$ cat src/rtl/crb_map.vh
/*
 * Constants of the reset and boot sequencer: register offsets, field
 * positions, reset values and timing counts.
 * Assumes inclusion by bare name from the design files under rtl/.
 */
`ifndef CRB_MAP_VH
`define CRB_MAP_VH

////////////////////////////////////////////////////////////////////////////
// Register byte offsets on the APB.
`define CRB_OFF_CTRL      8'h00
`define CRB_OFF_FLUSH     8'h04
`define CRB_OFF_STATUS    8'h08

////////////////////////////////////////////////////////////////////////////
// Control and status fields of ibox_control_status_reg.
`define CRB_CTRL_DONE     0
`define CRB_CTRL_FAIL     1
`define CRB_CTRL_LOADED   2
`define CRB_CTRL_STEN     8
`define CRB_CTRL_STEN_RST 1'b1

////////////////////////////////////////////////////////////////////////////
// Fields of the status register.
`define CRB_ST_STATE_LSB  0
`define CRB_ST_RATIO_LSB  4
`define CRB_ST_DELAY_LSB  8
`define CRB_ST_PG         12
`define CRB_ST_ROMP       13

////////////////////////////////////////////////////////////////////////////
// Reset values and commands.
`define CRB_CMD_NOP       4'h0
`define CRB_RATIO_RST     4'h0
`define CRB_DELAY_RST     3'h0
`define CRB_FETCH_ENTRY   40'h00_0000_0000

////////////////////////////////////////////////////////////////////////////
// Timing counts in processor clock cycles, and fill bit and line counts.
`define CRB_ROM_PERIOD    126
`define CRB_ROM_HALF      7'd63
`define CRB_FILL_BITS     8'd200
`define CRB_IC_BLOCKS     9'd256
`define CRB_CACHE_SELF_TEST_CYCLES   12'd1024

`endif

$ cat src/rtl/crb_rom_loader.v
/*
 * Serial ROM cache loader: makes the ROM clock, samples the serial data
 * and reports each bit, each completed fill line and the end of the load.
 * Assumes the ROM presents the next bit after each rising ROM clock edge.
 */
`include "crb_map.vh"

module crb_rom_loader (
  input  wire       pclk,
  input  wire       presetn,
  input  wire       start,
  input  wire       abort,
  input  wire       rom_data,
  output reg        rom_clk_reg,
  output reg        busy_reg,
  output reg        bit_valid_reg,
  output reg        bit_value_reg,
  output reg        line_done_reg,
  output reg  [7:0] line_index_reg,
  output reg        done_reg
);

  reg [1:0] data_sync_reg;
  reg [6:0] half_cnt_reg;
  reg [7:0] bit_cnt_reg;
  reg [8:0] line_cnt_reg;

  ////////////////////////////////////////////////////////////////////////
  // The second synchroniser stage is the only reader of the first.
  always @(posedge pclk or negedge presetn) begin
    if (!presetn) begin
      data_sync_reg  <= 2'b00;
      rom_clk_reg    <= 1'b0;
      busy_reg       <= 1'b0;
      bit_valid_reg  <= 1'b0;
      bit_value_reg  <= 1'b0;
      line_done_reg  <= 1'b0;
      line_index_reg <= 8'h00;
      done_reg       <= 1'b0;
      half_cnt_reg   <= 7'h00;
      bit_cnt_reg    <= 8'h00;
      line_cnt_reg   <= 9'h000;
    end else begin
      data_sync_reg <= {data_sync_reg[0], rom_data};
      bit_valid_reg <= 1'b0;
      line_done_reg <= 1'b0;
      done_reg      <= 1'b0;
      // Reset or lost power stops a load at once and parks the ROM clock.
      if (abort) begin
        busy_reg    <= 1'b0;
        rom_clk_reg <= 1'b0;
      end else if (start && !busy_reg) begin
        busy_reg     <= 1'b1;
        half_cnt_reg <= 7'h00;
        bit_cnt_reg  <= 8'h00;
        line_cnt_reg <= 9'h000;
        rom_clk_reg  <= 1'b0;
      end else if (busy_reg) begin
        if (half_cnt_reg == `CRB_ROM_HALF - 7'd1) begin
          half_cnt_reg <= 7'h00;
          rom_clk_reg  <= ~rom_clk_reg;
          if (!rom_clk_reg) begin
            bit_valid_reg <= 1'b1;
            bit_value_reg <= data_sync_reg[1];
            if (bit_cnt_reg == `CRB_FILL_BITS - 8'd1) begin
              bit_cnt_reg    <= 8'h00;
              line_done_reg  <= 1'b1;
              line_index_reg <= line_cnt_reg[7:0];
              line_cnt_reg   <= line_cnt_reg + 9'd1;
              if (line_cnt_reg == `CRB_IC_BLOCKS - 9'd1) begin
                busy_reg <= 1'b0;
                done_reg <= 1'b1;
              end
            end else begin
              bit_cnt_reg <= bit_cnt_reg + 8'd1;
            end
          end
        end else begin
          half_cnt_reg <= half_cnt_reg + 7'd1;
        end
      end else begin
        rom_clk_reg <= 1'b0;
      end
    end
  end

endmodule

$ cat src/rtl/crb_sequencer.v
/*
 * Processor power-up and reset sequencer with an APB register slave.
 * Qualifies power good and system reset, selects the clock source,
 * latches clock straps, sets pin reset states, then runs the cache
 * self-test, the optional serial ROM load and the reset-entry dispatch.
 * Assumes pclk is the processor clock; pins are asynchronous to it.
 */
`include "crb_map.vh"

module crb_sequencer (
  input  wire        pclk,
  input  wire        presetn,
  input  wire [7:0]  paddr,
  input  wire        psel,
  input  wire        penable,
  input  wire        pwrite,
  input  wire [31:0] pwdata,
  output reg  [31:0] prdata,
  output reg         pready,
  output reg         pslverr,
  input  wire        power_good,
  input  wire        sys_reset_n,
  input  wire [3:0]  ratio_pins,
  input  wire [2:0]  delay_pins,
  input  wire        addr_bus_req,
  input  wire        rom_present_n,
  input  wire        rom_data,
  input  wire        st_error,
  output reg         osc_select,
  output reg  [3:0]  sysclk_ratio,
  output reg  [2:0]  secondary_system_clock_out,
  output reg         core_reset_n,
  output reg         pin_pulldown_en,
  output reg         cache_bus_oe,
  output reg         cache_ram_en,
  output reg         store_clk_en,
  output reg         addr_cmd_oe,
  output reg  [3:0]  cmd_out,
  output wire        rom_clk,
  output reg         rom_oe_n,
  output reg  [1:0]  self_test_status,
  output reg         self_test_run,
  output reg         icache_flush,
  output reg         scache_flush,
  output wire        icache_fill_bit,
  output wire        icache_fill_shift,
  output wire        icache_fill_write,
  output wire [7:0]  icache_fill_index,
  output reg         fetch_req,
  output reg  [39:0] fetch_addr
);

  localparam [2:0] S_OFF   = 3'd0;
  localparam [2:0] S_RESET = 3'd1;
  localparam [2:0] S_CACHE_SELF_TEST  = 3'd2;
  localparam [2:0] S_FLUSH = 3'd3;
  localparam [2:0] S_LOAD  = 3'd4;
  localparam [2:0] S_FETCH = 3'd5;
  localparam [2:0] S_RUN   = 3'd6;

  reg  [1:0]  pg_sync_reg;
  reg  [2:0]  rst_sync_reg;
  reg  [1:0]  req_sync_reg;
  reg  [1:0]  romp_sync_reg;
  reg  [3:0]  ratio_s1_reg;
  reg  [3:0]  ratio_s2_reg;
  reg  [2:0]  delay_s1_reg;
  reg  [2:0]  delay_s2_reg;
  reg  [2:0]  state_reg;
  reg  [2:0]  state_next;
  reg  [11:0] cache_self_test_cnt_reg;
  reg         cache_self_test_fail_reg;
  reg         cache_self_test_done_reg;
  reg         rom_seen_reg;
  reg         loaded_reg;
  reg         st_enable_reg;
  reg         sw_flush_reg;
  reg         load_start_reg;
  wire        pg_ok;
  wire        rst_on;
  wire        in_reset;
  wire        wr_done;
  wire        rd_phase;
  wire        load_busy;
  wire        load_done;

  ////////////////////////////////////////////////////////////////////////
  // Pin synchronisers; only the last stage of each is read by logic.
  always @(posedge pclk or negedge presetn) begin
    if (!presetn) begin
      pg_sync_reg   <= 2'b00;
      rst_sync_reg  <= 3'b000;
      req_sync_reg  <= 2'b00;
      romp_sync_reg <= 2'b11;
      ratio_s1_reg  <= `CRB_RATIO_RST;
      ratio_s2_reg  <= `CRB_RATIO_RST;
      delay_s1_reg  <= `CRB_DELAY_RST;
      delay_s2_reg  <= `CRB_DELAY_RST;
    end else begin
      pg_sync_reg   <= {pg_sync_reg[0], power_good};
      // A third stage gives the asynchronous release extra margin.
      rst_sync_reg  <= {rst_sync_reg[1:0], sys_reset_n};
      req_sync_reg  <= {req_sync_reg[0], addr_bus_req};
      romp_sync_reg <= {romp_sync_reg[0], rom_present_n};
      ratio_s1_reg  <= ratio_pins;
      ratio_s2_reg  <= ratio_s1_reg;
      delay_s1_reg  <= delay_pins;
      delay_s2_reg  <= delay_s1_reg;
    end
  end

  assign pg_ok    = pg_sync_reg[1];
  // Missing power good overrides whatever the reset pin shows.
  assign rst_on   = !pg_ok || !rst_sync_reg[2];
  assign in_reset = (state_reg == S_OFF) || (state_reg == S_RESET);

  ////////////////////////////////////////////////////////////////////////
  // Boot sequence.
  always @* begin
    state_next = state_reg;
    case (state_reg)
      S_OFF: begin
        if (pg_ok) begin
          state_next = S_RESET;
        end
      end
      S_RESET: begin
        if (!rst_on) begin
          if (st_enable_reg) begin
            state_next = S_CACHE_SELF_TEST;
          end else begin
            state_next = S_FLUSH;
          end
        end
      end
      S_CACHE_SELF_TEST: begin
        if (cache_self_test_cnt_reg == `CRB_CACHE_SELF_TEST_CYCLES - 12'd1) begin
          state_next = S_FLUSH;
        end
      end
      S_FLUSH: begin
        if (rom_seen_reg) begin
          state_next = S_LOAD;
        end else begin
          state_next = S_FETCH;
        end
      end
      S_LOAD: begin
        if (load_done) begin
          state_next = S_FETCH;
        end
      end
      S_FETCH: begin
        state_next = S_RUN;
      end
      S_RUN: begin
        state_next = S_RUN;
      end
      default: begin
        state_next = S_OFF;
      end
    endcase
    if (!pg_ok) begin
      state_next = S_OFF;
    end else if (rst_on && state_reg != S_OFF) begin
      state_next = S_RESET;
    end
  end

  always @(posedge pclk or negedge presetn) begin
    if (!presetn) begin
      state_reg      <= S_OFF;
      cache_self_test_cnt_reg   <= 12'h000;
      cache_self_test_fail_reg  <= 1'b0;
      cache_self_test_done_reg  <= 1'b0;
      rom_seen_reg   <= 1'b0;
      loaded_reg     <= 1'b0;
      load_start_reg <= 1'b0;
    end else begin
      state_reg      <= state_next;
      load_start_reg <= (state_reg == S_FLUSH) && rom_seen_reg;
      if (in_reset) begin
        // Presence is sampled throughout reset; the last value counts.
        rom_seen_reg  <= !romp_sync_reg[1];
        cache_self_test_cnt_reg  <= 12'h000;
        cache_self_test_fail_reg <= 1'b0;
        cache_self_test_done_reg <= 1'b0;
        loaded_reg    <= 1'b0;
      end else if (state_reg == S_CACHE_SELF_TEST) begin
        cache_self_test_cnt_reg  <= cache_self_test_cnt_reg + 12'd1;
        cache_self_test_fail_reg <= cache_self_test_fail_reg | st_error;
        if (state_next != S_CACHE_SELF_TEST) begin
          cache_self_test_done_reg <= 1'b1;
        end
      end
      if (load_done) begin
        loaded_reg <= 1'b1;
      end
    end
  end

  ////////////////////////////////////////////////////////////////////////
  // Pin states, clock source and straps.
  always @(posedge pclk or negedge presetn) begin
    if (!presetn) begin
      osc_select       <= 1'b0;
      sysclk_ratio     <= `CRB_RATIO_RST;
      secondary_system_clock_out <= `CRB_DELAY_RST;
      core_reset_n     <= 1'b0;
      pin_pulldown_en  <= 1'b1;
      cache_bus_oe     <= 1'b0;
      cache_ram_en     <= 1'b0;
      store_clk_en     <= 1'b0;
      addr_cmd_oe      <= 1'b0;
      cmd_out          <= `CRB_CMD_NOP;
      rom_oe_n         <= 1'b1;
      self_test_status <= 2'b00;
      self_test_run    <= 1'b0;
      fetch_req        <= 1'b0;
      fetch_addr       <= `CRB_FETCH_ENTRY;
    end else begin
      osc_select      <= pg_ok;
      pin_pulldown_en <= !pg_ok;
      // Straps follow the pins three cycles late while reset lasts.
      if (rst_on) begin
        sysclk_ratio               <= ratio_s2_reg;
        secondary_system_clock_out <= delay_s2_reg;
      end
      // Core stays in reset through the self-test.
      core_reset_n <= (state_next == S_FLUSH) || (state_next == S_LOAD)
                   || (state_next == S_FETCH)
                   || (state_next == S_RUN);
      cache_bus_oe <= (state_next == S_RUN);
      cache_ram_en <= (state_next == S_RUN);
      store_clk_en <= (state_next == S_RUN);
      if (state_next == S_RUN) begin
        addr_cmd_oe <= 1'b1;
      end else if (pg_ok) begin
        addr_cmd_oe <= req_sync_reg[1];
      end else begin
        addr_cmd_oe <= 1'b0;
      end
      cmd_out       <= `CRB_CMD_NOP;
      rom_oe_n      <= !(state_next == S_LOAD);
      self_test_run <= (state_next == S_CACHE_SELF_TEST);
      if (rst_on) begin
        self_test_status <= 2'b00;
      end else if (cache_self_test_done_reg) begin
        self_test_status <= {1'b0, !cache_self_test_fail_reg};
      end
      fetch_req  <= (state_reg == S_FETCH);
      fetch_addr <= `CRB_FETCH_ENTRY;
    end
  end

  ////////////////////////////////////////////////////////////////////////
  // Cache flush strobes: reset flush before any load, and software flush.
  always @(posedge pclk or negedge presetn) begin
    if (!presetn) begin
      icache_flush <= 1'b0;
      scache_flush <= 1'b0;
    end else begin
      icache_flush <= (state_next == S_FLUSH)
                   || sw_flush_reg;
      scache_flush <= (state_next == S_FLUSH);
    end
  end

  crb_rom_loader i_crb_rom_loader (
    .pclk           (pclk),
    .presetn        (presetn),
    .start          (load_start_reg),
    .abort          (rst_on),
    .rom_data       (rom_data),
    .rom_clk_reg    (rom_clk),
    .busy_reg       (load_busy),
    .bit_valid_reg  (icache_fill_shift),
    .bit_value_reg  (icache_fill_bit),
    .line_done_reg  (icache_fill_write),
    .line_index_reg (icache_fill_index),
    .done_reg       (load_done)
  );

  ////////////////////////////////////////////////////////////////////////
  // APB slave with one wait state; writes land at the completing edge.
  assign rd_phase = psel && penable && !pready;
  assign wr_done  = psel && penable && pready && pwrite;

  always @(posedge pclk or negedge presetn) begin
    if (!presetn) begin
      pready        <= 1'b0;
      pslverr       <= 1'b0;
      prdata        <= 32'h0000_0000;
      st_enable_reg <= `CRB_CTRL_STEN_RST;
      sw_flush_reg  <= 1'b0;
    end else begin
      pready       <= rd_phase;
      sw_flush_reg <= 1'b0;
      if (rd_phase) begin
        prdata  <= 32'h0000_0000;
        pslverr <= 1'b0;
        case (paddr)
          `CRB_OFF_CTRL: begin
            if (!pwrite) begin
              prdata[`CRB_CTRL_DONE]   <= cache_self_test_done_reg;
              prdata[`CRB_CTRL_FAIL]   <= cache_self_test_fail_reg;
              prdata[`CRB_CTRL_LOADED] <= loaded_reg;
              prdata[`CRB_CTRL_STEN]   <= st_enable_reg;
            end
          end
          `CRB_OFF_FLUSH: begin
            prdata <= 32'h0000_0000;
          end
          `CRB_OFF_STATUS: begin
            if (!pwrite) begin
              prdata[`CRB_ST_STATE_LSB+2:`CRB_ST_STATE_LSB] <= state_reg;
              prdata[`CRB_ST_RATIO_LSB+3:`CRB_ST_RATIO_LSB] <= sysclk_ratio;
              prdata[`CRB_ST_DELAY_LSB+2:`CRB_ST_DELAY_LSB]
                <= secondary_system_clock_out;
              prdata[`CRB_ST_PG]   <= pg_ok;
              prdata[`CRB_ST_ROMP] <= rom_seen_reg;
            end
          end
          default: begin
            pslverr <= 1'b1;
          end
        endcase
      end else begin
        pslverr <= 1'b0;
      end
      if (wr_done && paddr == `CRB_OFF_CTRL) begin
        st_enable_reg <= pwdata[`CRB_CTRL_STEN];
      end
      if (wr_done && paddr == `CRB_OFF_FLUSH) begin
        sw_flush_reg <= 1'b1;
      end
    end
  end

endmodule

$ cat config.mk
export PLATFORM = sky130hd
export DESIGN_NAME = crb_sequencer
export DESIGN_NICKNAME = d
export VERILOG_FILES = /design/src/rtl/crb_rom_loader.v /design/src/rtl/crb_sequencer.v
export VERILOG_INCLUDE_DIRS = /design/src /design/src/rtl
export SDC_FILE = /design/constraint.sdc
export NUM_CORES = 1
export LEC_CHECK = 0
export BUFFER_PORTS_ARGS = -buffer_cell sky130_fd_sc_hd__buf_2
export CAP_MARGIN = 5
export CORE_ASPECT_RATIO = 0.9
export CORE_MARGIN = 1.5
export CORE_UTILIZATION = 46
export CTS_CLUSTER_SIZE = 10
export DETAILED_ROUTE_END_ITERATION = 8
export PLACE_DENSITY = 0.73
export REMOVE_ABC_BUFFERS = 1
export SYNTH_ARGS = -nofsm -noshare
export SYNTH_HDL_FRONTEND = slang
export SYNTH_SLANG_ARGS = --single-unit
$ cat constraint.sdc
create_clock -name pclk -period 2.64 [get_ports pclk]
set_input_delay 0.66 -clock pclk [delete_from_list [all_inputs] [get_ports pclk]]
set_output_delay 0.66 -clock pclk [all_outputs]
set_load 0.01 [all_outputs]
# Word-level counts from Yosys, hierarchy flattened
# Cells that the tools add are included.
totals:
  reg_bits: 118
  input_bits: 58
  out_inout_bits: 111
op_classes:
  add_sub_neg: 4
  eq_ne: 20
  muxes: 76
  n_bitwise: 4
  reduce_logical: 40
ops:
  columns: ["operator", "count"]
  rows:
  - ["9-bit two-way mux", 5]
  - ["1-bit two-way mux", 44]
  - ["8-bit two-way mux", 5]
  - ["7-bit two-way mux", 4]
  - ["12-bit two-way mux", 2]
  - ["3-bit two-way mux", 7]
  - ["3-bit == test, second input constant", 6]
  - ["3-bit case mux with 6 select lines", 1]
  - ["2-bit nonzero test", 7]
  - ["12-bit by 1-bit adder with 12-bit output, second input constant", 1]
  - ["12-bit by 10-bit == test with 1-bit output, second input constant", 1]
  - ["3-bit by 2-bit == test with 1-bit output, second input constant", 4]
  - ["2-bit two-way mux", 5]
  - ["5-bit AND reduction", 2]
  - ["9-bit by 1-bit adder with 9-bit output, second input constant", 1]
  - ["9-bit by 8-bit == test with 1-bit output, second input constant", 1]
  - ["1-bit logical AND", 9]
  - ["8-bit by 1-bit adder with 8-bit output, second input constant", 1]
  - ["8-bit by 3-bit == test with 1-bit output, second input constant", 1]
  - ["8-bit by 4-bit == test with 1-bit output, second input constant", 1]
  - ["8-bit == test, second input constant", 1]
  - ["8-bit zero test", 1]
  - ["7-bit by 1-bit adder with 7-bit output, second input constant", 1]
  - ["7-bit by 6-bit == test with 1-bit output, second input constant", 1]
  - ["18 further kinds", 32]

# Logic depth before layout (Yosys ltp)
logic_depth:
  word_depth: 10
  ltp_mapped: 9
  depth_no_buf: 8

# By module
# A second synthesis with hierarchy kept.
unflattened:
  cells_unflattened: 477
  hier_area_um2: 5418.9
by_module_without_submodules:
  columns: ["module", "instances", "cells_per_inst", "area_each_um2", "seq_area_each_um2"]
  rows:
  - ["crb_sequencer", 1, 289, 3404.5, 1933.1]
  - ["crb_rom_loader", 1, 188, 2014.4, 1001.0]

# Worst setup path after synthesis
# No wires, ideal clock.
synth_timing:
  path_type: "register to register"
  start: "register i_crb_rom_loader.bit_cnt_reg[0]"
  end: "register i_crb_rom_loader.line_index_reg[7]"
  setup_time_ns: 0.125
  arrival_time_ns: 1.725
  slack_ns: 0.791
  path_stages_with_launch: 8
  n_path_buf: 2
  period_less_slack_ns: 1.849
  cell_sequence: "dfrtp_1 ha_1 and4b_1 and3_1 clkbuf_1 nand2_1 buf_2 mux2_2"
synth_via:
  elab_chain_cells: 2
synth_lines:
  columns: ["item", "line", "source"]
  rows:
  - ["start, declared", "crb_rom_loader.v:25", "reg [7:0] bit_cnt_reg;"]
  - ["start signal, assigned", "crb_rom_loader.v:75", "bit_cnt_reg <= bit_cnt_reg + 8'd1;"]
  - ["8-bit == test", "crb_rom_loader.v:65", "if (bit_cnt_reg == `CRB_FILL_BITS - 8'd1) begin"]
  - ["6-bit AND reduction (no source line)", null, null]
  - ["end signal, assigned", "crb_rom_loader.v:68", "line_index_reg <= line_cnt_reg[7:0];"]
  - ["end, declared", "crb_rom_loader.v:19", "output reg [7:0] line_index_reg,"]
# No other way between the ends.
# A chain may end at the register's enable or synchronous reset.

# Final worst setup path
layout_timing:
  start: "register i_crb_rom_loader.bit_cnt_reg[0]"
  end: "register i_crb_rom_loader.line_cnt_reg[8]"
layout_via:
  elab_chain_cells: 3
layout_lines:
  columns: ["item", "line", "source"]
  rows:
  - ["8-bit == test", "crb_rom_loader.v:65", null]
  - ["2-bit nonzero test (no source line)", null, null]
  - ["5-bit AND reduction (no source line)", null, null]
  - ["end signal, assigned", "crb_rom_loader.v:69", "line_cnt_reg <= line_cnt_reg + 9'd1;"]
  - ["end, declared", "crb_rom_loader.v:26", "reg [8:0] line_cnt_reg;"]
# No other way between the ends.

==> key figures <==
Routing
  – Wirelength per Cell: 14.0 um
  – Drt pass-1 iters: 5
  – Post-DR vias/cell: 5.00
  – Initial detailed-routing violation count: 149
  – Vias: 3740
  – Post-Route WL: 10400 um
  – Drt drc: 0
  – Antenna-violating nets left: 0

Place
  – GPL Wtd Cong: 0.859
  – Port bufs: 72
  – HPWL after DPL: 7080 um

Worst setup path
  – R2r setup slk: around 0.49 ns
  – Worst reg2reg path depth: 6
  – Crit path cell chain: ha_1, and4b_1, and3_1, nand2_1, a21oi_1, o22ai_1
  – Bufs and invs on worst path: 0
  – Maximum fanout along the worst path: 9
  – Top cell family by delay on the critical path: simple AND/OR/NAND/NOR gates
  – Setup CP Type: flop to flop
  – Largest stage delay on the critical path: between 0.4 and 0.5 ns
  – Crit path max-delay cell type: a21oi_1
  – Worst r2r src: i_crb_rom_loader.bit_cnt_reg[0]
  – Worst reg2reg endpoint: i_crb_rom_loader.line_cnt_reg[8]
  – Setup crit end kind: flop
  – Worst Path Required: roughly 2.9 ns
  – WP data arrival: ~2.4 ns
  – Worst setup SP type: flop
  – WP depth: 6

Timing
  – Relative slew slack: 0.538
  – Post-route clock period utilization: 0.815
  – Min Clock Period, post-route: around 2.2 ns
  – Tightest Pin Transition: 0.692 ns
  – Final hold viol count: 0
  – Final slew viol count: 0
  – Fin Clk Skew: between 0.009 and 0.01 ns
  – Sum Neg Setup Slack: 0 ns
  – Max frequency: between 400 and 500 MHz
  – RSZ-0062 raised after global routing: false
  – Final setup viols: 0

Logic synthesis
  – Synth unique cells: 54
  – Mapped Area: 5290 um^2
  – Post-synth top area cell: dfrtp_1
  – Seq cells post-synth: 117
  – Synthesis Warnings: 0
  – Post-synthesis async set-or-reset flop share: 1.00
  – Dominant cells by area after synthesis: dfrtp_1, buf_4, nand2_1, nor2_1, a22o_1
  – Seq/Total Area, Yosys: 0.555
  – Syn avg cell area: around 11 um^2
  – Number of synthesized flops with an enable pin: 0
  – Primary FF master, synth: dfrtp_1
  – Mapped Cells: 502
  – Share of the synthesized area in the top cell type: 0.530

Floorplanning
  – Core footprint: 11000 um^2
  – Initial core utilization: 0.481
  – DIE HEIGHT: 105 um
  – # IOs: 169
  – Std-Cell Rows: 36
  – Die width: 116 um
  – Die ar.: approximately 12000 um^2

Final layout
  – # diodes: 0
  – Filler cell count: around 980
  – Area delta synth->final: 16.9%
  – Nets: 647
  – Most frequent cells in the layout: dfrtp_1, nand2_1, buf_2
  – Commonest non-fill, non-tap cell in the layout: dfrtp_1
  – Post-layout util: 0.562
  – Share of cells above drive strength 1: 0.213

CTS
  – Clock slew at reported path FFs: around 0.05 ns
  – # H-tree levels: 4
  – Worst skew pair latency: approximately 0.40 ns
  – CTS tree: yes
  – Num CTS Buffers: 17
  – CTS Root Cell: clkbuf_16
  – Cts hold-fix bufs: 0
  – Cts repair resizes: 0
  – Clock buffer depth: 2
  – Setup Fix Bufs, Post-CTS: 0
  – CTS sink count: between 100 and 150

Global route
  – Largest net degree at the start of global routing: 77
  – Number of global-route vias before repair: around 3600
  – Initial antenna violation count: 0
  – Remaining global-route overflow: 0
  – First-pass GRT wire length: 17300 um
  – GRT Overall Usage: 0.185

Status
  – Status: finished clean

Pwr
  – Power per cell area: roughly 710 nW/um^2
  – Leakage: 3.13 nW
  – Peak supply drop: between 400 and 500 uV

Job
  – Max Cap Viol: 0

Hold path
  – Hold Crit Class: primary input to asynchronous set/reset pin
[stage by stage]
step | instance area [um^2] | hold WS (ns) | power, mW | cells | setup WS (ns)
2_1_floorplan | 4960 | 0.331 | 2.00 | 485 | 0.316
3_3_place_gp | 5580 | 0.331 | 2.10 | 716 | 0.574
3_5_place_dp | 5580 | 0.335 | 2.11 | 716 | 0.533
4_1_cts | 6180 | 0.0473 | 4.43 | 748 | 0.513
5_1_grt | 6180 | 0.0500 | 4.56 | 748 | 0.314
6_report | 6180 | 0.0614 | 4.39 | 748 | 0.489
[synth_stat cells, types with 8 or more instances]
| master | n |
|---|---|
| a21oi_1 | 10 |
| a22o_1 | 16 |
| buf_4 | 67 |
| dfrtp_1 | 112 |
| inv_1 | 11 |
| nand2_1 | 74 |
| nand3_1 | 13 |
| nand4_1 | 11 |
| nor2_1 | 40 |
| nor3_1 | 8 |
| o21ai_0 | 17 |
| xnor2_1 | 11 |
[logic make-up (layout without fill, tap and decap cells)]
group / after synthesis / count (layout) / share of synthesized area
xor+xnor: 18 / 18 / 0.0298
compound gates: 69 / 69 / 0.0900
other cells: 1 / 65 / 0.000710
simple gates: 191 / 191 / 0.179
flops: 117 / 117 / 0.555
fa+ha+maj: 6 / 6 / 0.0142
mux: 8 / 8 / 0.0163
buf+inv: 92 / 122 / 0.115
[worst max-delay path by stage]
stage,from,end
final,i_crb_rom_loader.bit_cnt_reg[0],i_crb_rom_loader.line_cnt_reg[8]
after global routing,i_crb_rom_loader.bit_cnt_reg[0],i_crb_rom_loader.line_cnt_reg[8]
after CTS,i_crb_rom_loader.bit_cnt_reg[0],i_crb_rom_loader.line_cnt_reg[8]
after detailed placement,i_crb_rom_loader.half_cnt_reg[0],i_crb_rom_loader.line_index_reg[2]
after global placement,i_crb_rom_loader.half_cnt_reg[0],i_crb_rom_loader.line_index_reg[7]
after floorplan,psel,prdata[0]
[report_power, final]
group | internal (mW) | total (mW) | switching (mW) | leakage [nW]
clock | 1.55 | 2.31 | 0.758 | 0.293
sequential | 1.84 | 1.88 | 0.0351 | 1.54
combinational | 0.0572 | 0.201 | 0.144 | 1.30
total | 3.45 | 4.39 | 0.937 | 3.13
[cell type report]
cell class                 instances  area (um^2)  share of cell area
sequential                       117         2930               0.475
multi-input combinational        357         1980               0.321
clock buffer                      23          478              0.0774
timing repair buffer              79          428              0.0693
tap                              152          190              0.0308
clock inverter                     9          125              0.0203
inverter                          11         41.3             0.00668
[metal layers]
| metal | vias up | part of all wire | track usage | routed length, um |
|---|---|---|---|---|
| li1 | 1742 | - | - | - |
| met1 | 1840 | 0.43 | 0.234 | 4450 |
| met2 | 137 | 0.49 | 0.291 | 5110 |
| met3 | 21 | 0.065 | 0.0563 | 676 |
| met4 | 0 | 0.020 | 0.0828 | 213 |
| met5 | - | 0 | 0 | 0 |
(Power assumes the default switching activity.)
